<file path="config.mk">
export PLATFORM = sky130hd
export DESIGN_NAME = isd_decode
export DESIGN_NICKNAME = d
export VERILOG_FILES = /design/src/verilog/isd_pkg.sv /design/src/verilog/isd_decode.sv /design/src/verilog/isd_fifo.sv
export SDC_FILE = /design/constraint.sdc
export NUM_CORES = 1
export LEC_CHECK = 0
export BUFFER_PORTS_ARGS = -buffer_cell sky130_fd_sc_hd__buf_4
export CORE_MARGIN = 2
export CORE_UTILIZATION = 45
export DETAILED_ROUTE_END_ITERATION = 16
export PLACE_DENSITY = 0.69
export RECOVER_POWER = 100
export SLEW_MARGIN = 20
export SYNTH_ARGS = -nofsm -noshare
export SYNTH_HDL_FRONTEND = slang
export SYNTH_SLANG_ARGS = --single-unit
export TNS_END_PERCENT = 100
</file>
<file path="constraint.sdc">
create_clock -name clock -period 4.9 [get_ports clock]
set_clock_uncertainty 0.1 [all_clocks]
set_input_delay 0.245 -clock clock [delete_from_list [all_inputs] [get_ports clock]]
set_output_delay 0.245 -clock clock [all_outputs]
set_load 0.02 [all_outputs]
</file>
<file path="src/verilog/isd_pkg.sv">
package isd_pkg;
  // Bus widths and window count
  localparam int SA_W = 20;
  localparam int LA_W = 7;
  localparam int ADDR_W = 24;
  localparam int DATA_W = 16;
  localparam int NUM_WIN = 4;
  // Segment size on the latchable lines: bits 23..17 select a 128 KB segment
  localparam int SEG_LSB = 17;
  // Latchable lines carry bits 17..23; low bits come from the system address
  localparam int LA_LSB = 17;
  // Reset values
  localparam logic [DATA_W-1:0] DATA_RST = 16'h0000;
  localparam logic [ADDR_W-1:0] ADDR_RST = 24'h00_0000;
  // Default I/O register base and span (bytes)
  localparam logic [15:0] IO_BASE_DEF = 16'h0290;
  localparam logic [15:0] IO_SPAN_DEF = 16'h0008;
  // Cycle kinds
  typedef enum logic [2:0] {
    ISD_IDLE, ISD_MRD, ISD_MWR, ISD_IORD, ISD_IOWR, ISD_WAIT
  } isd_state_e;
endpackage

</file>
<file path="src/verilog/isd_decode.sv">
`timescale 1ns/1ps
// Operation
// RQ1: Upper latchable address is taken as valid only while the latch enable is high.
// RQ2: Bus address is low 20 system bits joined with latched high bits.
// RQ3: Assert memory 16-bit size when segment holds a 16-bit window.
// RQ4: Unconnected latchable lines read low, so 8-bit slots work.
// RQ5: Drive data on memory read only for valid window hits.
// RQ6: System memory read acts like memory read.
// RQ7: Memory write hit latches data first, then issues write request.
// RQ8: System memory write acts like memory write.
// RQ9: Drive data on I/O read only for valid register hits.
// RQ10: Capture data on I/O write only for valid register hits.
// RQ11: Byte high enable low on 16-bit config uses upper byte lanes.
// RQ12: I/O cycles are answered only while address enable is low.
// RQ13: Refresh cycles are ignored: no drive, no local access.
// RQ14: Missing strobe lines read deasserted, giving only 8-bit transfers.
// RQ15: Pull channel ready low while a local memory access is pending.
// RQ16: Assert I/O 16-bit size on any I/O register access.
// RQ17: Data drivers stay off except during a valid addressed read.
module isd_decode
  import isd_pkg::*;
#(
  parameter int FIFO_DEPTH = 8
) (
  input wire logic clock,
  input wire logic rst_n,
  input wire logic bus_clk,
  input wire logic bale,
  input wire logic [isd_pkg::SA_W-1:0] sa,
  input wire logic [isd_pkg::LA_W-1:0] la,
  input wire logic [isd_pkg::DATA_W-1:0] d_in,
  output logic [isd_pkg::DATA_W-1:0] d_out,
  output logic d_oe_lo,
  output logic d_oe_hi,
  input wire logic mem_rd_n,
  input wire logic sys_mem_rd_n,
  input wire logic mem_wr_n,
  input wire logic sys_mem_wr_n,
  input wire logic io_rd_n,
  input wire logic io_wr_n,
  input wire logic byte_hi_n,
  input wire logic aen,
  input wire logic refresh_n,
  output logic chan_rdy_oe,
  output logic mem16_oe,
  output logic io16_oe,
  input wire logic [isd_pkg::ADDR_W-1:0] win_base [isd_pkg::NUM_WIN],
  input wire logic [isd_pkg::ADDR_W-1:0] win_mask [isd_pkg::NUM_WIN],
  input wire logic [isd_pkg::NUM_WIN-1:0] win_en,
  input wire logic [isd_pkg::NUM_WIN-1:0] win_16,
  input wire logic slot_16,
  input wire logic [15:0] io_base,
  input wire logic [15:0] io_span,
  output logic wr_valid,
  input wire logic wr_ready,
  output logic [isd_pkg::ADDR_W-1:0] wr_addr,
  output logic [isd_pkg::DATA_W-1:0] wr_data,
  output logic wr_io,
  output logic rd_req,
  output logic [isd_pkg::ADDR_W-1:0] rd_addr,
  output logic rd_io,
  input wire logic rd_done,
  input wire logic [isd_pkg::DATA_W-1:0] rd_data
);
  import isd_pkg::*;

  initial
  begin
    if (FIFO_DEPTH < 2)
      $error("isd_decode FIFO_DEPTH too small");
  end

  localparam int FW = ADDR_W + DATA_W + 1;
  localparam int NS = 13;

  // Synchronised bus inputs, two flops each
  typedef struct packed {
    logic [NS-1:0] s1;
    logic [NS-1:0] s2;
    logic [SA_W-1:0] sa1;
    logic [SA_W-1:0] sa2;
    logic [LA_W-1:0] la1;
    logic [LA_W-1:0] la2;
    logic [DATA_W-1:0] d1;
    logic [DATA_W-1:0] d2;
  } isd_sync_s;

  typedef struct packed {
    isd_state_e st;
    logic [LA_W-1:0] la_hold;
    logic [ADDR_W-1:0] addr;
    logic [DATA_W-1:0] dout;
    logic hi;
    logic drive;
    logic chrdy_lo;
    logic m16;
    logic i16;
    logic push;
    logic [DATA_W-1:0] wdata;
    logic wio;
    logic rreq;
    logic rio;
    logic bclk_d;
  } isd_state_s;

  isd_sync_s sy_reg;
  isd_sync_s sy_next;
  isd_state_s s_reg;
  isd_state_s s_next;

  // Window hit on a full bus address
  function automatic logic [NUM_WIN-1:0] win_hit(input logic [ADDR_W-1:0] a);
    logic [NUM_WIN-1:0] h;
    h = '0;
    for (int i = 0; i < NUM_WIN; i++)
      h[i] = win_en[i] && ((a & ~win_mask[i]) == (win_base[i] & ~win_mask[i]));
    return h;
  endfunction

  // Segment match on the 128 KB boundary only
  function automatic logic seg16(input logic [LA_W-1:0] l);
    logic r;
    r = 1'b0;
    for (int i = 0; i < NUM_WIN; i++)
      if (win_en[i] && win_16[i] && win_base[i][ADDR_W-1:SEG_LSB] == l)
        r = 1'b1;
    return r;
  endfunction

  // Unpacked sync outputs, stage two only
  logic bclk_s;
  logic bale_s;
  logic mrd_s;
  logic mwr_s;
  logic iord_s;
  logic iowr_s;
  logic bhe_s;
  logic aen_s;
  logic ref_s;
  logic [SA_W-1:0] sa_s;
  logic [LA_W-1:0] la_s;
  logic [DATA_W-1:0] d_s;
  logic [ADDR_W-1:0] bus_addr;
  logic [15:0] io_off;
  logic mem_hit;
  logic io_hit;
  logic fifo_ready;

  always_comb
  begin
    sy_next.s1 = {bus_clk, bale, mem_rd_n, sys_mem_rd_n, mem_wr_n, sys_mem_wr_n,
      io_rd_n, io_wr_n, byte_hi_n, aen, refresh_n, 2'b00};
    sy_next.s2 = sy_reg.s1;
    sy_next.sa1 = sa;
    sy_next.sa2 = sy_reg.sa1;
    sy_next.la1 = la;
    sy_next.la2 = sy_reg.la1;
    sy_next.d1 = d_in;
    sy_next.d2 = sy_reg.d1;
  end

  // Strobes active low; the two memory read and write pairs merge here
  assign bclk_s = sy_reg.s2[12];
  assign bale_s = sy_reg.s2[11];
  assign mrd_s = !sy_reg.s2[10] || !sy_reg.s2[9]; // RQ6 RQ14
  assign mwr_s = !sy_reg.s2[8] || !sy_reg.s2[7]; // RQ8 RQ14
  assign iord_s = !sy_reg.s2[6];
  assign iowr_s = !sy_reg.s2[5];
  assign bhe_s = !sy_reg.s2[4]; // RQ14
  assign aen_s = sy_reg.s2[3];
  assign ref_s = !sy_reg.s2[2];
  assign sa_s = sy_reg.sa2;
  // Floating latchable lines are pulled low at the pad, so zeros decode as low memory
  assign la_s = sy_reg.la2; // RQ4
  assign d_s = sy_reg.d2;

  // Upper bits from the held latch value, lower from system lines
  assign bus_addr = {s_reg.la_hold[LA_W-1:LA_W-4], sa_s}; // RQ2
  assign io_off = sa_s[15:0] - io_base;
  assign mem_hit = |win_hit(bus_addr) && !ref_s; // RQ13
  assign io_hit = !aen_s && !ref_s && sa_s[15:0] >= io_base && io_off < io_span; // RQ12 RQ13

  always_comb
  begin
    s_next = s_reg;
    s_next.push = 1'b0;
    s_next.bclk_d = bclk_s;
    // Capture upper address only while latch enable is high
    if (bale_s)
      s_next.la_hold = la_s; // RQ1
    s_next.m16 = seg16(s_reg.la_hold) && !ref_s && slot_16; // RQ3
    case (s_reg.st)
      ISD_IDLE:
      begin
        s_next.drive = 1'b0;
        s_next.i16 = io_hit && (iord_s || iowr_s); // RQ16
        s_next.hi = bhe_s && slot_16; // RQ11
        if (mrd_s && mem_hit)
        begin
          s_next.addr = bus_addr;
          s_next.rio = 1'b0;
          s_next.rreq = 1'b1;
          s_next.chrdy_lo = 1'b1; // RQ15
          s_next.st = ISD_MRD;
        end
        else if (iord_s && io_hit)
        begin
          s_next.addr = {8'h00, io_off};
          s_next.rio = 1'b1;
          s_next.rreq = 1'b1;
          s_next.chrdy_lo = 1'b1; // RQ15
          s_next.st = ISD_IORD;
        end
        else if ((mwr_s && mem_hit) || (iowr_s && io_hit))
        begin
          // Data latched before any request goes out
          s_next.addr = mwr_s ? bus_addr : {8'h00, io_off};
          s_next.wio = !mwr_s;
          s_next.wdata = d_s; // RQ7 RQ10
          s_next.chrdy_lo = 1'b1; // RQ15
          s_next.st = mwr_s ? ISD_MWR : ISD_IOWR;
        end
      end
      ISD_MRD, ISD_IORD:
      begin
        if (rd_done)
        begin
          s_next.rreq = 1'b0;
          s_next.dout = rd_data;
          s_next.chrdy_lo = 1'b0;
          s_next.drive = 1'b1; // RQ5 RQ9
          s_next.st = ISD_WAIT;
        end
      end
      ISD_MWR, ISD_IOWR:
      begin
        // Queue stalls the bus via channel ready when full
        if (fifo_ready)
        begin
          s_next.push = 1'b1; // RQ7
          s_next.chrdy_lo = 1'b0;
          s_next.st = ISD_WAIT;
        end
      end
      ISD_WAIT:
      begin
        // Hold data until every read and write strobe is released
        if (!(mrd_s || iord_s || mwr_s || iowr_s))
        begin
          s_next.drive = 1'b0; // RQ17
          s_next.i16 = 1'b0;
          s_next.st = ISD_IDLE;
        end
      end
      default:
        s_next.st = ISD_IDLE;
    endcase
  end

  always_ff @(posedge clock or negedge rst_n)
  begin
    if (!rst_n)
    begin
      sy_reg <= '{s1: {2'b00, 9'h1ff, 2'b00}, s2: {2'b00, 9'h1ff, 2'b00},
        sa1: '0, sa2: '0, la1: '0, la2: '0, d1: DATA_RST, d2: DATA_RST};
      s_reg <= '{st: ISD_IDLE, la_hold: '0, addr: ADDR_RST, dout: DATA_RST,
        wdata: DATA_RST, default: 1'b0};
    end
    else
    begin
      sy_reg <= sy_next;
      s_reg <= s_next;
    end
  end

  // Write queue toward the graphics processor
  isd_fifo #(
    .WIDTH(FW),
    .DEPTH(FIFO_DEPTH)
  ) u_wq (
    .clock(clock),
    .rst_n(rst_n),
    .in_valid(s_reg.push),
    .in_ready(fifo_ready),
    .in_data({s_reg.wio, s_reg.addr, s_reg.wdata}),
    .out_valid(wr_valid),
    .out_ready(wr_ready),
    .out_data({wr_io, wr_addr, wr_data})
  );

  // Both lanes come from the read register; the enables decide which lanes reach the bus
  assign d_out = s_reg.dout;
  assign d_oe_lo = s_reg.drive && !ref_s; // RQ13 RQ17
  assign d_oe_hi = s_reg.drive && s_reg.hi && !ref_s; // RQ11 RQ17
  assign chan_rdy_oe = s_reg.chrdy_lo; // RQ15
  assign mem16_oe = s_reg.m16; // RQ3
  assign io16_oe = s_reg.i16; // RQ16
  assign rd_req = s_reg.rreq;
  assign rd_addr = s_reg.addr;
  assign rd_io = s_reg.rio;
endmodule

</file>
<file path="src/verilog/isd_fifo.sv">
`timescale 1ns/1ps
module isd_fifo #(
  parameter int WIDTH = 40,
  parameter int DEPTH = 8
) (
  input wire logic clock,
  input wire logic rst_n,
  input wire logic in_valid,
  output logic in_ready,
  input wire logic [WIDTH-1:0] in_data,
  output logic out_valid,
  input wire logic out_ready,
  output logic [WIDTH-1:0] out_data
);
  localparam int AW = $clog2(DEPTH);
  initial
  begin
    if (DEPTH < 2 || (1 << AW) != DEPTH)
      $error("isd_fifo depth must be a power of two of at least 2");
  end
  logic [WIDTH-1:0] mem [DEPTH];
  logic [AW:0] wr_reg;
  logic [AW:0] rd_reg;
  logic push;
  logic pop;
  // Full when pointers differ only in the wrap bit
  assign in_ready = (wr_reg ^ rd_reg) != {1'b1, {AW{1'b0}}};
  assign out_valid = wr_reg != rd_reg;
  assign push = in_valid && in_ready;
  assign pop = out_valid && out_ready;
  assign out_data = mem[rd_reg[AW-1:0]];
  // Storage has no reset, pointers do
  always_ff @(posedge clock)
  begin
    if (push)
      mem[wr_reg[AW-1:0]] <= in_data;
  end
  always_ff @(posedge clock or negedge rst_n)
  begin
    if (!rst_n)
    begin
      wr_reg <= '0;
      rd_reg <= '0;
    end
    else
    begin
      if (push)
        wr_reg <= wr_reg + 1'b1;
      if (pop)
        rd_reg <= rd_reg + 1'b1;
    end
  end
endmodule

</file>
==> metrics.yaml <==
globalRoute.totalOverflow: 0
grtUsageTotal_pct: 23.57
status: "complete, but fails checks"
cts_tree: "done"
vias: 13196
grt_pass1_vias: 13563
drt-initial-drc-count: 940
ys_types: 68
core-area_mm2: 0.04775
synth_top_area_share_pct: 45.17
grt_first_pass_wirelength_um: 86080
die_w_um: 224.1
reg2reg_from: "sa_s[0]"
crit_slowest_cell: "fa_1"
r2r.worst_path.cells: 19
postRouteAntennaNets: 0
finalWorstSetupSlack_ns: 0.3033
max_slew_margin_pct: -110.6
worst_pin_slew_ns: 3.160
place_congestion: 0.9302
netlist_instances: 1344
synthArstFlopShare_pct: 36.56
antenna_cells: 0
synth_edf_count: 328
htree_levels: 2
vias_per_cell: 5.388
p_leak_uw: 0.01052
crit_cells: 19
setup_viol: 0
drt-pass1-iter-count: 5
root_buffer: "clkbuf_16"
crit_type: "reg2reg"
std_cell_rows: 80
grt_max_degree: 127
min_period_over_period_pct: 93.81
powerDensity_mw_per_mm2: 522.0
seq_area_frac_synth_pct: 66.97
drive_gt1_share_pct: 34.08
dp_hpwl_um: 41220
path_max_fanout: 8
place_ws_ns: 0.1520
synth.top_cells.by_count: "328 x edfxtp_1, 171 x dfrtp_1, 109 x xnor2_1"
max_stage_delay_ns: 0.40
violations: "capacitance limit, slew limit"
initial_core_util_pct: 45.67
min_path_type: "in2async"
port_buffers: 394
cts_inserted_buffers: 50
wl_um: 59530
path_cells: "inv_1 -> ha_1 -> fa_1 -> nand2b_1 -> a21oi_2 -> a31oi_1 -> o211a_1 -> nor3_2 -> xor2_1 -> ha_1 -> nand4_1 -> nor2_1 -> a221o_1 -> a31oi_2 -> nand2_1 -> nor3_2 -> o2111a_2 -> clkbuf_16 -> mux2_4"
die_area_mm2: 0.05023
period_minus_slack_ns: 4.597
antenna_found_initial: 0
die-height_um: 224.1
syn_nets: 1685
yosys.area.top_type: "edfxtp_1"
fin_nets: 2133
wl_per_cell_um: 24.31
avgSynthCellArea_um2: 16.22
critPathLaunch: "sa_s[0]"
max_freq_ghz: 0.2175
hold_ws_ns: 0.08935
cp-endpoint: "s_reg[18]"
nFillCells: 3699
report.final.hold_viol_count: 0
startpoint_type: "flip-flop"
critPathRequiredTime_ns: 5.28
clock_sinks: 517
final.setup.tns_ns: 0
ys.flop_type: "edfxtp_1"
drc: 0
cp_top_family: "compound AO/OA/AOI/OAI gates"
clk_latency_ns: 0.60
yosysMostFrequentCell: "edfxtp_1"
clk_path_buf_depth: 3
rsz0062_at_grt: "no"
maxCapViolations: 2
path_clk_slew_ns: 0.06
largest_reg_flops: 328
synth_area_leaders: "edfxtp_1 45%, dfrtp_1 20%, mux4_2 8.5%"
critPathArrivalTime_ns: 4.98
yosys_register_bits: 517
cp_num_buf_inv: 2
crit_path_end_kind: "flip-flop"
yosysWarningCount: 0
worstReg2RegEnd: "s_reg[18]"
synth_area_mm2: 0.02180
ioPinCount: 396
area_delta_synth_final_pct: 25.78
ir_worst_vdd_mv: 0.3140
power.total_uw: 14320
drv_slew: 169
r2r_setup_slack_ns: 0.30
==> cells in the final DEF (no fill, tap or decap), types with 18 or more instances in the layout <==
| cell | synthesis | layout |
|---|---|---|
| a21oi_1 | 23 | 22 |
| a31oi_1 | 19 | 18 |
| buf_4 | 40 | 290 |
| clkbuf_1 | 43 | 91 |
| clkbuf_16 | 0 | 52 |
| clkbuf_4 | 0 | 62 |
| dfrtp_1 | 171 | 169 |
| dlygate4sd3_1 | 0 | 73 |
| edfxtp_1 | 328 | 328 |
| ha_1 | 33 | 33 |
| inv_1 | 42 | 42 |
| mux2_2 | 73 | 62 |
| mux4_2 | 82 | 82 |
| nand2_1 | 27 | 27 |
| nand3_1 | 21 | 21 |
| nor2_1 | 36 | 29 |
| nor3_1 | 26 | 24 |
| o21ai_0 | 32 | 32 |
| o22ai_1 | 39 | 39 |
| xnor2_1 | 109 | 109 |
| xor2_1 | 22 | 22 |
==> through the flow <==
| stage | utilization, % | area (µm²) | instances |
|---|---|---|---|
| 6_report | 57.44 | 27430 | 2449 |
| 3_5_place_dp | 53.08 | 25340 | 2280 |
| 3_3_place_gp | 53.08 | 25340 | 2280 |
| 2_1_floorplan | - | 21800 | 1344 |
| 5_1_grt | 57.44 | 27430 | 2449 |
| 4_1_cts | 58.09 | 27740 | 2447 |
==> cell families (layout without fill, tap and decap cells) <==
| kind of cell | count (synthesis) | after routing | share of synthesized area [%] |
|---|---|---|---|
| AOI/OAI and AO/OA | 171 | 171 | 5.343 |
| xor gates and xnor gates | 131 | 131 | 5.262 |
| adders and majority gates | 34 | 34 | 1.986 |
| buffers and inverters | 155 | 645 | 3.569 |
| DFF | 517 | 517 | 66.97 |
| muxes | 164 | 164 | 12.86 |
| and+or+nand+nor | 172 | 172 | 4.011 |
==> where the power goes <==
group / total, µW / internal, µW / switching, µW
combinational: 4110 / 1860 / 2250
sequential: 6370 / 5630 / 737
clock: 3840 / 2200 / 1640
total: 14300 / 9700 / 4620
==> how the worst min path moves through the flow <==
| stage | endpoint | slack, ns | cells after the start |
|---|---|---|---|
| global route | s_reg[17] | 0.12 | 2 |
| floorplan | bale_s | -0.15 | 0 |
| global placement | s_reg[18] | 0.19 | 1 |
| detailed placement | s_reg[17] | 0.20 | 1 |
| finish | s_reg[17] | 0.09 | 2 |
| CTS | s_reg[17] | 0.11 | 2 |
==> routing by layer <==
layer	part of all wire, %	track usage (%)
met1	44	32.89
met2	49	38.19
met3	5.6	4.394
met4	2.0	6.473
met5	0	0
==> cell type report <==
class	count	area, µm²	share of cell area, %
flip-flops and latches	517	14610	53.26
clock buffers	71	1415	5.160
multi-input cells	672	6492	23.67
well taps	615	769.5	2.806
repair buffers	509	3737	13.63
inverters	42	157.7	0.5748
clock inverters	23	246.5	0.8988
==> what timing repair did <==
action / in CTS / in global routing
endpoints found under the setup margin: 0 / 40
buffers inserted: 0 / 1
hold buffers: 73 / 0
gates resized for setup: 0 / 6
endpoints found under the hold margin: 136 / 0
No activity file was read; power rests on OpenSTA's default activity.
